===== config.mk =====
export PLATFORM = sky130hd
export DESIGN_NAME = cud_top
export DESIGN_NICKNAME = d
export VERILOG_FILES = /design/src/cud_pkg.sv /design/src/cud_top.sv /design/src/cud_cmd_dec.sv /design/src/cud_stats.sv
export VERILOG_INCLUDE_DIRS = /design/src
export SDC_FILE = /design/constraint.sdc
export NUM_CORES = 1
export LEC_CHECK = 0
export BUFFER_PORTS_ARGS = -buffer_cell sky130_fd_sc_hd__buf_2
export CORE_MARGIN = 2
export CORE_UTILIZATION = 40
export DETAILED_ROUTE_END_ITERATION = 8
export PLACE_DENSITY = 0.55
export SLEW_MARGIN = 30
export SYNTH_ARGS = -nofsm -noshare
export SYNTH_HDL_FRONTEND = slang
export SYNTH_SLANG_ARGS = --single-unit

===== constraint.sdc =====
create_clock -name REF_CLK -period 7.2 [get_ports REF_CLK]
set_input_delay 0.36 -clock REF_CLK [delete_from_list [all_inputs] [get_ports REF_CLK]]
set_output_delay 0.36 -clock REF_CLK [all_outputs]
set_load 0.01 [all_outputs]

===== src/cud_defs.svh =====
// cud_defs.svh: offsets, field positions, opcodes and sizes of the
// command-unit decoder.
// assumes: included by the package and design files by bare name.
`ifndef CUD_DEFS_SVH
`define CUD_DEFS_SVH

// ****************************************************************
// register offsets (byte addresses on the plain register port)
// ****************************************************************
`define CUD_OFS_STAT 8'h00
`define CUD_OFS_CMD 8'h02
`define CUD_OFS_GP 8'h04
`define CUD_OFS_BASE 8'h10
`define CUD_OFS_DADDR 8'h14
`define CUD_OFS_CTRL 8'h18
`define CUD_OFS_CNT 8'h20
`define CUD_OFS_CNT_END 8'h2c

// ****************************************************************
// fields
// ****************************************************************
`define CUD_CMDF_MSB 7
`define CUD_CMDF_LSB 4
`define CUD_STSF_MSB 7
`define CUD_STSF_LSB 6
`define CUD_RUC_MSB 2
`define CUD_RUC_LSB 0
`define CUD_MSK_MSB 15
`define CUD_MSK_LSB 8
`define CUD_SWI_BIT 9

// ****************************************************************
// command unit opcodes
// ****************************************************************
`define CUD_OP_NOP 4'h0
`define CUD_OP_START 4'h1
`define CUD_OP_RESUME 4'h2
`define CUD_OP_HP_START 4'h3
`define CUD_OP_LD_DUMP 4'h4
`define CUD_OP_DUMP 4'h5
`define CUD_OP_LD_BASE 4'h6
`define CUD_OP_DUMP_CLR 4'h7
`define CUD_OP_STAT_RES 4'ha
`define CUD_OP_HP_RES 4'hb

// ****************************************************************
// status codes and sizes
// ****************************************************************
`define CUD_STS_IDLE 2'h0
`define CUD_STS_SUSP 2'h1
`define CUD_STS_NORM 2'h2
`define CUD_STS_HIGH 2'h3
`define CUD_NCNT 4
`define CUD_CIDX_W 2
`define CUD_WORD_STEP 32'h0000_0004
`define CUD_RST_WORD 32'h0000_0000

`endif


===== src/cud_pkg.sv =====
// cud_pkg.sv: types and shared functions of the command-unit decoder.
// assumes: cud_defs.svh is on the include path.
`include "cud_defs.svh"

package cud_pkg;

   typedef enum logic [3:0]
   {
      CUD_ST_IDLE = 4'b0001,
      CUD_ST_SUSP = 4'b0010,
      CUD_ST_NORM = 4'b0100,
      CUD_ST_HIGH = 4'b1000
   } cud_state_t;

   // unlisted encodings are reserved and must do nothing
   function automatic logic cud_op_known(input logic [3:0] op);
      case (op)
         `CUD_OP_NOP, `CUD_OP_START, `CUD_OP_RESUME, `CUD_OP_HP_START,
         `CUD_OP_LD_DUMP, `CUD_OP_DUMP, `CUD_OP_LD_BASE,
         `CUD_OP_DUMP_CLR, `CUD_OP_STAT_RES, `CUD_OP_HP_RES:
            cud_op_known = 1'b1;
         default:
            cud_op_known = 1'b0;
      endcase
   endfunction : cud_op_known

   function automatic logic [31:0] cud_addr(input logic [31:0] base,
                                            input logic [31:0] ofs);
      cud_addr = base + ofs;
   endfunction : cud_addr

endpackage : cud_pkg


===== src/cud_top.sv =====
// cud_top.sv: command-unit command decoder of a LAN controller: the
// register port, the command-unit sequencer and the dump control.
// assumes: one 100 MHz clock; the command-block engine and the memory
// writer sit on the same clock and never stall this block.
`include "cud_defs.svh"

module cud_top
   import cud_pkg::*;
(
   input wire logic REF_CLK,
   input wire logic RESET_N,
   input wire logic [7:0] ADDR,
   input wire logic [31:0] WDATA,
   input wire logic WR,
   input wire logic RD,
   output logic [31:0] RDATA,
   output logic BLK_FETCH,
   output logic [31:0] BLK_ADDR,
   output logic BLK_HIGH,
   input wire logic BLK_DONE,
   input wire logic BLK_SUSPEND,
   input wire logic BLK_END,
   input wire logic [31:0] BLK_NEXT,
   input wire logic [`CUD_NCNT-1:0] STAT_EVT,
   output logic DUMP_WR,
   output logic [31:0] DUMP_ADDR,
   output logic [31:0] DUMP_DATA,
   output logic DUMP_BUSY
);

   // ****************************************************************
   // register port
   // ****************************************************************
   logic [31:0] gp_r, gp_nxt;
   logic [7:0] msk_r, msk_nxt;
   logic [2:0] ruc_r, ruc_nxt;
   logic [31:0] rdata_r, rdata_nxt;
   logic cmd_wr;
   logic [`CUD_NCNT*32-1:0] cnt_all;
   logic [`CUD_CIDX_W-1:0] cnt_sel;

   // sequencer state, declared here so the read mux can show it
   cud_state_t st_r, st_nxt;
   logic [31:0] base_r, base_nxt;
   logic [31:0] daddr_r, daddr_nxt;
   logic daddr_ok_r, daddr_ok_nxt;
   logic hp_seen_r, hp_seen_nxt;
   logic res_pend_r, res_pend_nxt;
   logic dump_lost_r, dump_lost_nxt;
   logic [31:0] next_r, next_nxt;
   logic [31:0] hp_first_r, hp_first_nxt;
   logic fetch_r, fetch_nxt;
   logic [31:0] cbaddr_r, cbaddr_nxt;
   logic cbhpq_r, cbhpq_nxt;
   logic dump_go, dump_clr, dump_busy;
   logic cmd_go;
   logic [3:0] cmd_op;

   function automatic logic [1:0] sts_code(input cud_state_t s);
      case (s)
         CUD_ST_SUSP: sts_code = `CUD_STS_SUSP;
         CUD_ST_NORM: sts_code = `CUD_STS_NORM;
         CUD_ST_HIGH: sts_code = `CUD_STS_HIGH;
         default: sts_code = `CUD_STS_IDLE;
      endcase
   endfunction : sts_code

   assign cmd_wr = WR && (ADDR == `CUD_OFS_CMD);
   assign cnt_sel = ADDR[`CUD_CIDX_W+1:2];

   always_comb
   begin
      gp_nxt = gp_r;
      msk_nxt = msk_r;
      ruc_nxt = ruc_r;
      rdata_nxt = `CUD_RST_WORD;
      if (WR && ADDR == `CUD_OFS_GP)
         gp_nxt = WDATA;
      if (cmd_wr)
      begin
         msk_nxt = WDATA[`CUD_MSK_MSB:`CUD_MSK_LSB];
         // the software interrupt bit is write-only and never sticks
         msk_nxt[`CUD_SWI_BIT-`CUD_MSK_LSB] = 1'b0;
         ruc_nxt = WDATA[`CUD_RUC_MSB:`CUD_RUC_LSB];
      end
      if (RD)
      begin
         if (ADDR == `CUD_OFS_STAT)
            rdata_nxt[`CUD_STSF_MSB:`CUD_STSF_LSB] = sts_code(st_r);
         else if (ADDR == `CUD_OFS_CMD)
         begin
            // the command field is taken at once, so it reads back zero
            rdata_nxt[`CUD_MSK_MSB:`CUD_MSK_LSB] = msk_r;
            rdata_nxt[`CUD_RUC_MSB:`CUD_RUC_LSB] = ruc_r;
         end
         else if (ADDR == `CUD_OFS_GP)
            rdata_nxt = gp_r;
         else if (ADDR == `CUD_OFS_BASE)
            rdata_nxt = base_r;
         else if (ADDR == `CUD_OFS_DADDR)
            rdata_nxt = daddr_r;
         else if (ADDR == `CUD_OFS_CTRL)
            rdata_nxt[3:0] = {dump_lost_r, res_pend_r, hp_seen_r,
                              daddr_ok_r};
         else if (ADDR >= `CUD_OFS_CNT && ADDR <= `CUD_OFS_CNT_END
                  && ADDR[1:0] == 2'h0)
            rdata_nxt = cnt_all[cnt_sel*32 +: 32];
      end
   end

   always_ff @(posedge REF_CLK or negedge RESET_N)
   begin
      if (!RESET_N)
      begin
         gp_r <= `CUD_RST_WORD;
         msk_r <= 8'h00;
         ruc_r <= 3'h0;
         rdata_r <= `CUD_RST_WORD;
      end
      else
      begin
         gp_r <= gp_nxt;
         msk_r <= msk_nxt;
         ruc_r <= ruc_nxt;
         rdata_r <= rdata_nxt;
      end
   end

   // ****************************************************************
   // opcode capture
   // ****************************************************************
   cud_cmd_dec u_dec
   (
      .clk(REF_CLK),
      .rst_n(RESET_N),
      .wr(cmd_wr),
      .op(WDATA[`CUD_CMDF_MSB:`CUD_CMDF_LSB]),
      .go(cmd_go),
      .op_out(cmd_op)
   );

   // ****************************************************************
   // command unit sequencer
   // ****************************************************************
   always_comb
   begin
      st_nxt = st_r;
      base_nxt = base_r;
      daddr_nxt = daddr_r;
      daddr_ok_nxt = daddr_ok_r;
      hp_seen_nxt = hp_seen_r;
      res_pend_nxt = res_pend_r;
      dump_lost_nxt = dump_lost_r;
      next_nxt = next_r;
      hp_first_nxt = hp_first_r;
      fetch_nxt = 1'b0;
      cbaddr_nxt = cbaddr_r;
      cbhpq_nxt = cbhpq_r;
      dump_go = 1'b0;
      dump_clr = 1'b0;

      // block finished: move along the list, park, or go idle
      if (BLK_DONE && (st_r == CUD_ST_NORM || st_r == CUD_ST_HIGH))
      begin
         next_nxt = BLK_NEXT;
         if (BLK_END)
         begin
            st_nxt = CUD_ST_IDLE;
            res_pend_nxt = 1'b0;
         end
         else if (BLK_SUSPEND && !res_pend_r)
            st_nxt = CUD_ST_SUSP;
         else
         begin
            // a resume that came while busy carries past the suspend
            res_pend_nxt = 1'b0;
            fetch_nxt = 1'b1;
            cbaddr_nxt = BLK_NEXT;
         end
      end

      // a start, high start, or high resume once a high start was seen, in the same cycle overrides the block bookkeeping; a resume reads its outcome
      if (cmd_go)
      begin
         case (cmd_op)
            `CUD_OP_START:
            begin
               st_nxt = CUD_ST_NORM;
               fetch_nxt = 1'b1;
               cbaddr_nxt = cud_addr(base_r, gp_r);
               cbhpq_nxt = 1'b0;
               res_pend_nxt = 1'b0;
            end
            `CUD_OP_RESUME, `CUD_OP_STAT_RES:
            begin
               if (st_r == CUD_ST_SUSP)
               begin
                  st_nxt = cbhpq_r ? CUD_ST_HIGH : CUD_ST_NORM;
                  fetch_nxt = 1'b1;
                  cbaddr_nxt = next_r;
               end
               else if (st_nxt == CUD_ST_SUSP && cmd_op == `CUD_OP_RESUME)
               begin
                  // the block parks this very cycle: run on past it now
                  st_nxt = st_r;
                  fetch_nxt = 1'b1;
                  cbaddr_nxt = BLK_NEXT;
               end
               else if (st_nxt != CUD_ST_IDLE && cmd_op == `CUD_OP_RESUME)
                  res_pend_nxt = 1'b1;
            end
            `CUD_OP_HP_START:
            begin
               st_nxt = CUD_ST_HIGH;
               fetch_nxt = 1'b1;
               cbaddr_nxt = cud_addr(base_r, gp_r);
               hp_first_nxt = cud_addr(base_r, gp_r);
               cbhpq_nxt = 1'b1;
               hp_seen_nxt = 1'b1;
               res_pend_nxt = 1'b0;
            end
            `CUD_OP_HP_RES:
            begin
               if (hp_seen_r)
               begin
                  st_nxt = CUD_ST_HIGH;
                  fetch_nxt = 1'b1;
                  cbaddr_nxt = hp_first_r;
                  cbhpq_nxt = 1'b1;
               end
            end
            `CUD_OP_LD_DUMP:
            begin
               daddr_nxt = gp_r;
               daddr_ok_nxt = 1'b1;
            end
            `CUD_OP_LD_BASE:
               base_nxt = gp_r;
            `CUD_OP_DUMP, `CUD_OP_DUMP_CLR:
            begin
               // a dump with no area loaded or while one runs is dropped
               if (daddr_ok_r && !dump_busy)
               begin
                  dump_go = 1'b1;
                  dump_clr = (cmd_op == `CUD_OP_DUMP_CLR);
               end
               else
                  dump_lost_nxt = 1'b1;
            end
            default:
               st_nxt = st_r;
         endcase
      end
   end

   always_ff @(posedge REF_CLK or negedge RESET_N)
   begin
      if (!RESET_N)
      begin
         st_r <= CUD_ST_IDLE;
         base_r <= `CUD_RST_WORD;
         daddr_r <= `CUD_RST_WORD;
         daddr_ok_r <= 1'b0;
         hp_seen_r <= 1'b0;
         res_pend_r <= 1'b0;
         dump_lost_r <= 1'b0;
         next_r <= `CUD_RST_WORD;
         hp_first_r <= `CUD_RST_WORD;
         fetch_r <= 1'b0;
         cbaddr_r <= `CUD_RST_WORD;
         cbhpq_r <= 1'b0;
      end
      else
      begin
         st_r <= st_nxt;
         base_r <= base_nxt;
         daddr_r <= daddr_nxt;
         daddr_ok_r <= daddr_ok_nxt;
         hp_seen_r <= hp_seen_nxt;
         res_pend_r <= res_pend_nxt;
         dump_lost_r <= dump_lost_nxt;
         next_r <= next_nxt;
         hp_first_r <= hp_first_nxt;
         fetch_r <= fetch_nxt;
         cbaddr_r <= cbaddr_nxt;
         cbhpq_r <= cbhpq_nxt;
      end
   end

   // ****************************************************************
   // statistical counters
   // ****************************************************************
   cud_stats u_stats
   (
      .clk(REF_CLK),
      .rst_n(RESET_N),
      .evt(STAT_EVT),
      .dump_go(dump_go),
      .dump_clr(dump_clr),
      .dump_base(daddr_r),
      .busy(dump_busy),
      .mem_wr(DUMP_WR),
      .mem_addr(DUMP_ADDR),
      .mem_data(DUMP_DATA),
      .cnt_all(cnt_all)
   );

   assign RDATA = rdata_r;
   assign BLK_FETCH = fetch_r;
   assign BLK_ADDR = cbaddr_r;
   assign BLK_HIGH = cbhpq_r;
   assign DUMP_BUSY = dump_busy;

endmodule : cud_top


===== src/cud_cmd_dec.sv =====
// cud_cmd_dec.sv: catches a write of the command field and hands one
// registered opcode pulse to the command-unit sequencer.
// assumes: wr and op come from logic on the same clock.
module cud_cmd_dec
   import cud_pkg::*;
(
   input wire logic clk,
   input wire logic rst_n,
   input wire logic wr,
   input wire logic [3:0] op,
   output logic go,
   output logic [3:0] op_out
);

   logic go_r;
   logic go_nxt;
   logic [3:0] op_r;
   logic [3:0] op_nxt;

   always_comb
   begin
      // reserved codes and the no-operation code never raise go; op_out still follows every write
      go_nxt = wr && cud_op_known(op) && (op != `CUD_OP_NOP);
      op_nxt = wr ? op : op_r;
   end

   always_ff @(posedge clk or negedge rst_n)
   begin
      if (!rst_n)
      begin
         go_r <= 1'b0;
         op_r <= `CUD_OP_NOP;
      end
      else
      begin
         go_r <= go_nxt;
         op_r <= op_nxt;
      end
   end

   assign go = go_r;
   assign op_out = op_r;

endmodule : cud_cmd_dec


===== src/cud_stats.sv =====
// cud_stats.sv: statistical counters and the engine that writes them
// out, one word per cycle, to the dump area.
// assumes: events and commands are on the same clock; the memory side
// takes one word per cycle without stalling.
module cud_stats
   import cud_pkg::*;
(
   input wire logic clk,
   input wire logic rst_n,
   input wire logic [`CUD_NCNT-1:0] evt,
   input wire logic dump_go,
   input wire logic dump_clr,
   input wire logic [31:0] dump_base,
   output logic busy,
   output logic mem_wr,
   output logic [31:0] mem_addr,
   output logic [31:0] mem_data,
   output logic [`CUD_NCNT*32-1:0] cnt_all
);

   logic [31:0] cnt_r [`CUD_NCNT];
   logic [31:0] cnt_nxt [`CUD_NCNT];
   logic busy_r, busy_nxt, clr_r, clr_nxt, wr_r, wr_nxt;
   logic [`CUD_CIDX_W-1:0] idx_r, idx_nxt;
   logic [31:0] addr_r, addr_nxt, data_r, data_nxt;

   always_comb
   begin
      busy_nxt = busy_r;
      clr_nxt = clr_r;
      idx_nxt = idx_r;
      wr_nxt = 1'b0;
      addr_nxt = addr_r;
      data_nxt = data_r;
      for (int i = 0; i < `CUD_NCNT; i++)
         cnt_nxt[i] = evt[i] ? cnt_r[i] + 32'h1 : cnt_r[i];
      if (dump_go && !busy_r)
      begin
         busy_nxt = 1'b1;
         clr_nxt = dump_clr;
         idx_nxt = '0;
         addr_nxt = dump_base;
      end
      else if (busy_r)
      begin
         wr_nxt = 1'b1;
         data_nxt = cnt_r[idx_r];
         addr_nxt = wr_r ? cud_addr(addr_r, `CUD_WORD_STEP) : addr_r;
         idx_nxt = idx_r + 1'b1;
         if (idx_r == `CUD_CIDX_W'(`CUD_NCNT - 1))
         begin
            busy_nxt = 1'b0;
            // the clear lands on the same edge that takes the last word
            if (clr_r)
               for (int i = 0; i < `CUD_NCNT; i++)
                  cnt_nxt[i] = `CUD_RST_WORD;
         end
      end
   end

   always_ff @(posedge clk or negedge rst_n)
   begin
      if (!rst_n)
      begin
         busy_r <= 1'b0;
         clr_r <= 1'b0;
         idx_r <= '0;
         wr_r <= 1'b0;
         addr_r <= `CUD_RST_WORD;
         data_r <= `CUD_RST_WORD;
         for (int i = 0; i < `CUD_NCNT; i++)
            cnt_r[i] <= `CUD_RST_WORD;
      end
      else
      begin
         busy_r <= busy_nxt;
         clr_r <= clr_nxt;
         idx_r <= idx_nxt;
         wr_r <= wr_nxt;
         addr_r <= addr_nxt;
         data_r <= data_nxt;
         for (int i = 0; i < `CUD_NCNT; i++)
            cnt_r[i] <= cnt_nxt[i];
      end
   end

   always_comb
   begin
      for (int i = 0; i < `CUD_NCNT; i++)
         cnt_all[i*32 +: 32] = cnt_r[i];
   end

   assign busy = busy_r;
   assign mem_wr = wr_r;
   assign mem_addr = addr_r;
   assign mem_data = data_r;

endmodule : cud_stats


==> flow_summary_export.csv, run 1 <==
group,metric,value,unit
status,outcome,"finished, final reports clean",
drt,drtIter0Drc,1349,
power,swShare,25.79,%
power,max-vdd-ir-drop,0.0001634,V
timing,rsz0062_at_grt,"false",
drt,drtPass1Iterations,5,
synthesis,async_flop_share,100.0,%
timing,fin_setup_tns,0,ns
drt,routed_wl,71170,µm
clocking,path_clk_slew,0.06,ns
drt,wl_per_cell,21.55,µm
drt,viasPerCell,5.689,
power,power_frac_clock,45.1,%
drt,vias,18780,
drt,drc,0,
clocking,cts_buffers,50,
cells_and_area,syn_to_final_growth,17.72,%
power,powerDensity,219.2,nW/µm²
global_route,overflow,0,
global_route,grt_start_max_net_pins,166,
cells_and_area,layout_commonest_cell,"dfrtp_1",
synthesis,synth_warnings,0,
clocking,cts_sinks,446,
worst_setup_path,worst_setup_path_start_kind,"flip-flop",
synthesis,syn_inst,2266,
global_route,busiest_layer,"met2",
cells_and_area,nets,2610,
clocking,htreeDepth,2,
worst_setup_path,path_max_fanout,5,
global_route,grt_use_met1,32.79,%
clocking,cts_buffer_depth,3,
power,cellLeakagePower,13.21,nW
synthesis,synthFlopType,"dfrtp_1",
global_route,antenna_found_initial,0,
global_route,grt_use_met2,37.15,%
placed_design,gp_congestion,0.8630,
clocking,clk_latency,0.61,ns
cells_and_area,final_cell_mix,"443 x dfrtp_1, 339 x nand2_1, 215 x nor2_1",
floorplan,die_h,247.0,µm
timing,tightest_slew,0.9102,ns
floorplan,die-area,61000,µm²
cells_and_area,antenna_cells,0,
min_path,hold_class,"in2reg",
power,power.internal,4.521,mW
floorplan,rows,89,
job,maxCapViolCount,0,
timing,final_max_slew_viol_count,0,
placed_design,io_buffers,214,
power,p_comb_share,9.1,%
floorplan,io_pins,215,
timing,clock_skew,0.02551,ns
worst_setup_path,criticalPathCategory,"reg2reg",
clocking,cts_root_buf,"clkbuf_16",
synthesis,ys_types,66,
timing,setup_viol,0,
cells_and_area,final_util,47.37,%
floorplan,die_w,247.0,µm
synthesis,synthesis.area,23620,µm²
floorplan,core,58690,µm²
timing,min_period_over_period,48.54,%
cells_and_area,drive_gt1_share,23.45,%
global_route,grt_first_pass_wirelength,110000,µm
placed_design,preCtsSetupSlack,3.812,ns
synthesis,synth_edf_count,0,
clocking,cts_tree,"built",
power,seq_power_share,45.8,%
timing,relSlewSlack,38.76,%
timing,fin_crit,3.495,ns
timing,fin_ws,3.705,ns
placed_design,detailed_place_hpwl,49790,µm
worst_setup_path,cp.arrival,4.02,ns
power,power.switching,1.571,mW
floorplan,initial_core_util,40.24,%
global_route,grt_pass1_vias,18460,
worst_setup_path,cp-end-kind,"flip-flop",
synthesis,synth.avg_cell_area,10.42,µm²
synthesis,ys_seq_area_share,47.27,%
timing,hold_viol,0,
synthesis,ys_seq_elements,446,
synthesis,syn_nets,2387,
clocking,post_cts_resized,0,
global_route,grt_usage,23.28,%
global_route,use_met3,3.679,%
drt,final_antenna_net_count,0,
worst_setup_path,required,7.73,ns
timing,fmax,0.2861,GHz
## layout make-up
type                    count  area [µm²]
clock buffers              71        1481
repair buffers            293        1839
well taps                 773       967.2
clock inverters            21       290.3
fillers                  5406       30890
flip-flops and latches    446       11170
multi-input cells        1679       11980
inverters                  19       71.32
## logic make-up (layout without fill, tap and decap cells)
group                      after synthesis  count (layout)  share of synthesized area [%]
DFF                                    446             446                          47.27
adders and majority gates               38              38                          2.045
muxes                                  277             277                          16.02
buffers and inverters                  141             404                          2.268
AOI/OAI and AO/OA                      405             405                          11.41
and+or+nand+nor                        801             801                          15.10
xor gates and xnor gates               158             158                          5.892
## critical path, stage by stage, from the launching register on
cell and delay, ns:
dfrtp_1 0.43, ha_1 0.23, inv_1 0.07, fa_1 0.39, nand2b_1 0.17, a21oi_1 0.21
o211ai_1 0.16, a2bb2oi_1 0.21, o21ai_1 0.39, a41o_1 0.28, a221oi_1 0.12, or4b_2 0.64
nand3_1 0.10
## per-layer routing
layer / share of wire [%] / wire, µm
met1: 45 / 32080
met5: 0 / 0
met4: 2.4 / 1708
met3: 6.0 / 4257
met2: 47 / 33130
## synth_stat cells (all sizes together) (22+ instances only)
library cell  instances  area share [%]
clkbuf               97             1.5
o21ai               110             2.3
ha                   37             2.0
dfrtp               445              47
mux2i                46             1.9
mux2                167             8.0
xnor2                51             1.9
a221oi               49             1.8
or3                  23            0.61
nand2               341             5.4
buf                  25            0.42
a21oi               103             2.2
nand4                35            0.93
nor3                 22            0.47
xor2                107             4.0
mux4                 64             6.1
nand3                65             1.4
nor2                218             3.5
and3                 27            0.72
## sequential cells by signal (all words and copies together), names as in the netlist, 2 cells and up
signal,flops
msk_r,7
daddr_r,32
u_dec.op_out,4
st_r,4
u_stats.mem_addr,32
hp_first_r,32
BLK_ADDR,32
RDATA,32
base_r,32
u_stats.mem_data,32
u_stats.cnt_all,128
gp_r,32
next_r,32
ruc_r,3
u_stats.idx_r,2
## power groups by stage
stage	clock network, mW	registers [mW]	logic, mW
5_1_grt	2.92	2.81	0.616
3_5_place_dp	0	2.83	0.533
2_1_floorplan	0	2.78	0.332
4_1_cts	2.82	2.78	0.558
6_report	2.75	2.79	0.554
3_3_place_gp	0	2.82	0.522
## stage by stage
stage,instances,power [mW],area [µm²],hold slack [ns]
2_1_floorplan,2266,3.109,23620,0.06441
3_3_place_gp,3160,3.343,25490,0.3882
3_5_place_dp,3160,3.362,25510,0.3911
4_1_cts,3301,6.159,27770,0.001939
5_1_grt,3302,6.344,27800,0.01990
6_report,3302,6.092,27800,0.03116
## timing repair
item	in CTS	in global routing
hold buffers	49	0
hold endpoints to repair	127	0
buffers inserted	0	0
## worst paths after layout
| kind | start | to | slack (ns) | cells past startpoint |
|---|---|---|---|---|
| min | WDATA[11] | msk_r[3] | 0.03 | 2 |
| min reg2reg | dump_lost_r | dump_lost_r | 0.47 | 1 |
| max in group asynchronous | RESET_N | gp_r[27] | 5.50 | 4 |
| min in group asynchronous | RESET_N | BLK_ADDR[7] | 0.35 | 2 |
| max | gp_r[0] | BLK_ADDR[30] | 3.71 | 12 |
| max reg2reg | gp_r[0] | BLK_ADDR[30] | 3.71 | 12 |
(Power assumes the default switching activity.)
==> inputs of run 2 (changes only) <==
ABC_AREA = 1   (was default)
PLACE_DENSITY = 0.57   (was 0.55)
clock period = 2.88 ns   (was 7.2 ns; I/O delays follow)
==> run 2 against run 1 <==
  * Sequential cell count stayed put
  * Sequential power grew to 2.6 times the previous value
  * Utilization rose by 0.067 points
  * Largest cell class unchanged
  * Via count increased by 34%
  * Worst hold slack improved by 0.049 ns
  * Register-to-register slack got worse by 3.5 ns
  * Critical path type unchanged
  * Design area is 9.4% higher
  * Total power grew to 2.6 times the previous value
==> flow_summary_export.csv, run 2 <==
group,metric,value,unit
cells_and_area,nFillCells,6444,
power,max-vdd-ir-drop,0.0004147,V
cells_and_area,seq_area,11160,µm²
worst_setup_path,criticalPathCategory,"reg2reg",
synthesis,synthFlopType,"dfrtp_1",
clocking,clk_latency,0.64,ns
timing,fmax,0.3800,GHz
cells_and_area,layout_commonest_cell,"nand2_1",
synthesis,syn_inst,3473,
cells_and_area,antenna_cells,0,
floorplan,initial_core_util,40.19,%
synthesis,ys_types,59,
clocking,cts_buffers,52,
synthesis,ys_seq_elements,446,
synthesis,netlist_top_cells_count,"793 x nand2_1, 445 x dfrtp_1, 392 x inv_1, 351 x nor2_1, 305 x o21ai_0",
timing,hold_slack,0.08037,ns
timing,rsz0062_at_grt,"false",
cells_and_area,nets,3856,
synthesis,synth_edf_count,0,
synthesis,ys_seq_area_share,43.31,%
floorplan,die_w,257.8,µm
cells_and_area,final_area,30410,µm²
drt,routed_wl,95830,µm
worst_setup_path,required,3.42,ns
drt,wl_per_cell,20.69,µm
worst_setup_path,path_max_fanout,4,
global_route,grt_start_max_net_pins,80,
drt,drc,0,
clocking,cts_sinks,446,
cells_and_area,drive_gt1_share,13.00,%
timing,hold_viol,0,
synthesis,synthesis.area,25770,µm²
placed_design,gp_congestion,0.9790,
synthesis,synth_top_area_share,43.21,%
timing,tightest_slew,0.8373,ns
clocking,path_clk_slew,0.07,ns
worst_setup_path,cp-end-kind,"flip-flop",
drt,vias,25220,
synthesis,syn_nets,3594,
cells_and_area,syn_to_final_growth,18.02,%
placed_design,detailed_place_hpwl,71060,µm
synthesis,netlist.top_cell.by_area,"dfrtp_1",
drt,drtPass1Iterations,6,
power,powerDensity,530.2,nW/µm²
global_route,grt_first_pass_wirelength,145900,µm
placed_design,io_buffers,214,
power,cellLeakagePower,14.78,nW
global_route,antenna_found_initial,2,
floorplan,core,64120,µm²
timing,relSlewSlack,44.00,%
clocking,post_cts_buffers,0,
placed_design,placed_area,27930,µm²
min_path,hold_class,"in2reg",
timing,setup_viol,0,
worst_setup_path,worst_setup_path_start_kind,"flip-flop",
clocking,cts_tree,"built",
global_route,grt_pass1_vias,23710,
timing,final_max_slew_viol_count,0,
status,outcome,"finished, final reports clean",
synthesis,netlist_top_cells_area,"dfrtp_1 43%, nand2_1 12%, o21ai_0 5.9%",
placed_design,preCtsSetupSlack,0.3544,ns
global_route,overflow,0,
clocking,cts_buffer_depth,3,
cells_and_area,largest_register_ffs,128,
floorplan,die-area,66470,µm²
floorplan,io_pins,215,
drt,drtIter0Drc,2711,
cells_and_area,final_cell_mix,"792 x nand2_1, 443 x dfrtp_1, 392 x inv_1",
global_route,grt_usage,28.41,%
cells_and_area,multi_input_area,12440,µm²
timing,fin_crit,2.632,ns
floorplan,die_h,257.8,µm
job,maxCapViolCount,0,
floorplan,rows,93,
drt,viasPerCell,5.445,
timing,min_period_over_period,91.38,%
drt,final_antenna_net_count,0,
clocking,cts_root_buf,"clkbuf_16",
synthesis,synth.avg_cell_area,7.420,µm²
synthesis,async_flop_share,100.0,%
timing,fin_ws,0.2483,ns
timing,fin_setup_tns,0,ns
clocking,htreeDepth,2,
synthesis,yosysMostFrequentCell,"nand2_1",
timing,clock_skew,0.04684,ns
synthesis,synth_warnings,0,
worst_setup_path,cp.arrival,3.18,ns
cells_and_area,final_util,47.44,%
==> run 2: cell count changes in the layout (fill, tap and decap cells not counted), moves of 41 or more <==
cell	previous run	this run
mux2i_1	46	0
a31oi_1	10	54
nor3_1	20	73
a21oi_1	102	185
nor2_1	215	349
nand2_1	339	792
mux2_2	167	0
o21ai_1	3	44
inv_1	19	392
o21ai_0	106	305
mux4_2	64	0
nand3_1	65	176
==> run 2: worst paths after layout <==
kind	end	startpoint	cells past startpoint	slack, ns
max	BLK_ADDR[12]	gp_r[0]	15	0.25
min	RDATA[7]	ADDR[4]	4	0.08
max reg2reg	BLK_ADDR[12]	gp_r[0]	15	0.25
min reg2reg	dump_lost_r	dump_lost_r	2	0.46
max in group asynchronous	u_stats.cnt_all[87]	RESET_N	3	1.83
min in group asynchronous	u_stats.mem_addr[26]	RESET_N	2	0.10
==> run 2: per-layer routing <==
| metal | global-route usage (%) | share of wire [%] | vias up |
|---|---|---|---|
| met3 | 3.475 | 6.5 | 115 |
| met5 | 0 | 0.027 | - |
| li1 | - | - | 12020 |
| met4 | 7.177 | 2.3 | 4 |
| met2 | 44.32 | 45 | 828 |
| met1 | 41.82 | 46 | 12250 |
==> run 2: where the power goes <==
group / switching [mW] / internal (mW)
clock network: 2.93 / 3.89
logic: 1.43 / 0.737
registers: 0.450 / 6.69
total: 4.80 / 11.3
==> run 2: layout make-up <==
cell class / count / share of cell area [%]
clock buffers: 68 / 4.842
clock inverters: 27 / 0.9256
inverters: 420 / 5.183
multi-input cells: 2458 / 40.89
flip-flops and latches: 446 / 36.71
well taps: 855 / 3.517
repair buffers: 357 / 7.932
==> run 2: stage by stage <==
| stage | total power [mW] | cells |
|---|---|---|
| 2_1_floorplan | 8.368 | 3473 |
| 3_3_place_gp | 9.282 | 4463 |
| 3_5_place_dp | 9.298 | 4463 |
| 4_1_cts | 16.24 | 4631 |
| 5_1_grt | 16.82 | 4631 |
| 6_report | 16.13 | 4631 |
==> run 2: logic make-up (layout without fill, tap and decap cells) <==
group	Yosys count	after routing	share of synthesized area [%]
AND/OR/NAND/NOR	1568	1568	26.36
AO/OA/AOI/OAI	754	754	16.55
buffers and inverters	569	872	8.570
flip-flops	446	446	43.31
adder cells (fa/ha/maj)	38	38	1.874
XOR/XNOR	98	98	3.331
==> run 2: critical path: stages, from the launching register on <==
cell and delay (ns):
dfrtp_1 0.40, ha_1 0.28, inv_1 0.08, fa_1 0.42, inv_1 0.14, nand3_1 0.09, nand3_1 0.16, nand2_1 0.07
nand2_1 0.12, nand2_1 0.06, nand2_1 0.12, xor2_1 0.29, nand2_1 0.09, nand3_1 0.08, nand2_1 0.05, nand2_1 0.07
==> run 2: timing repair <==
item | 4_1_cts | 5_1_grt
resized for setup | 0 | 0
hold buffers | 73 | 0
hold endpoints to repair | 208 | 0
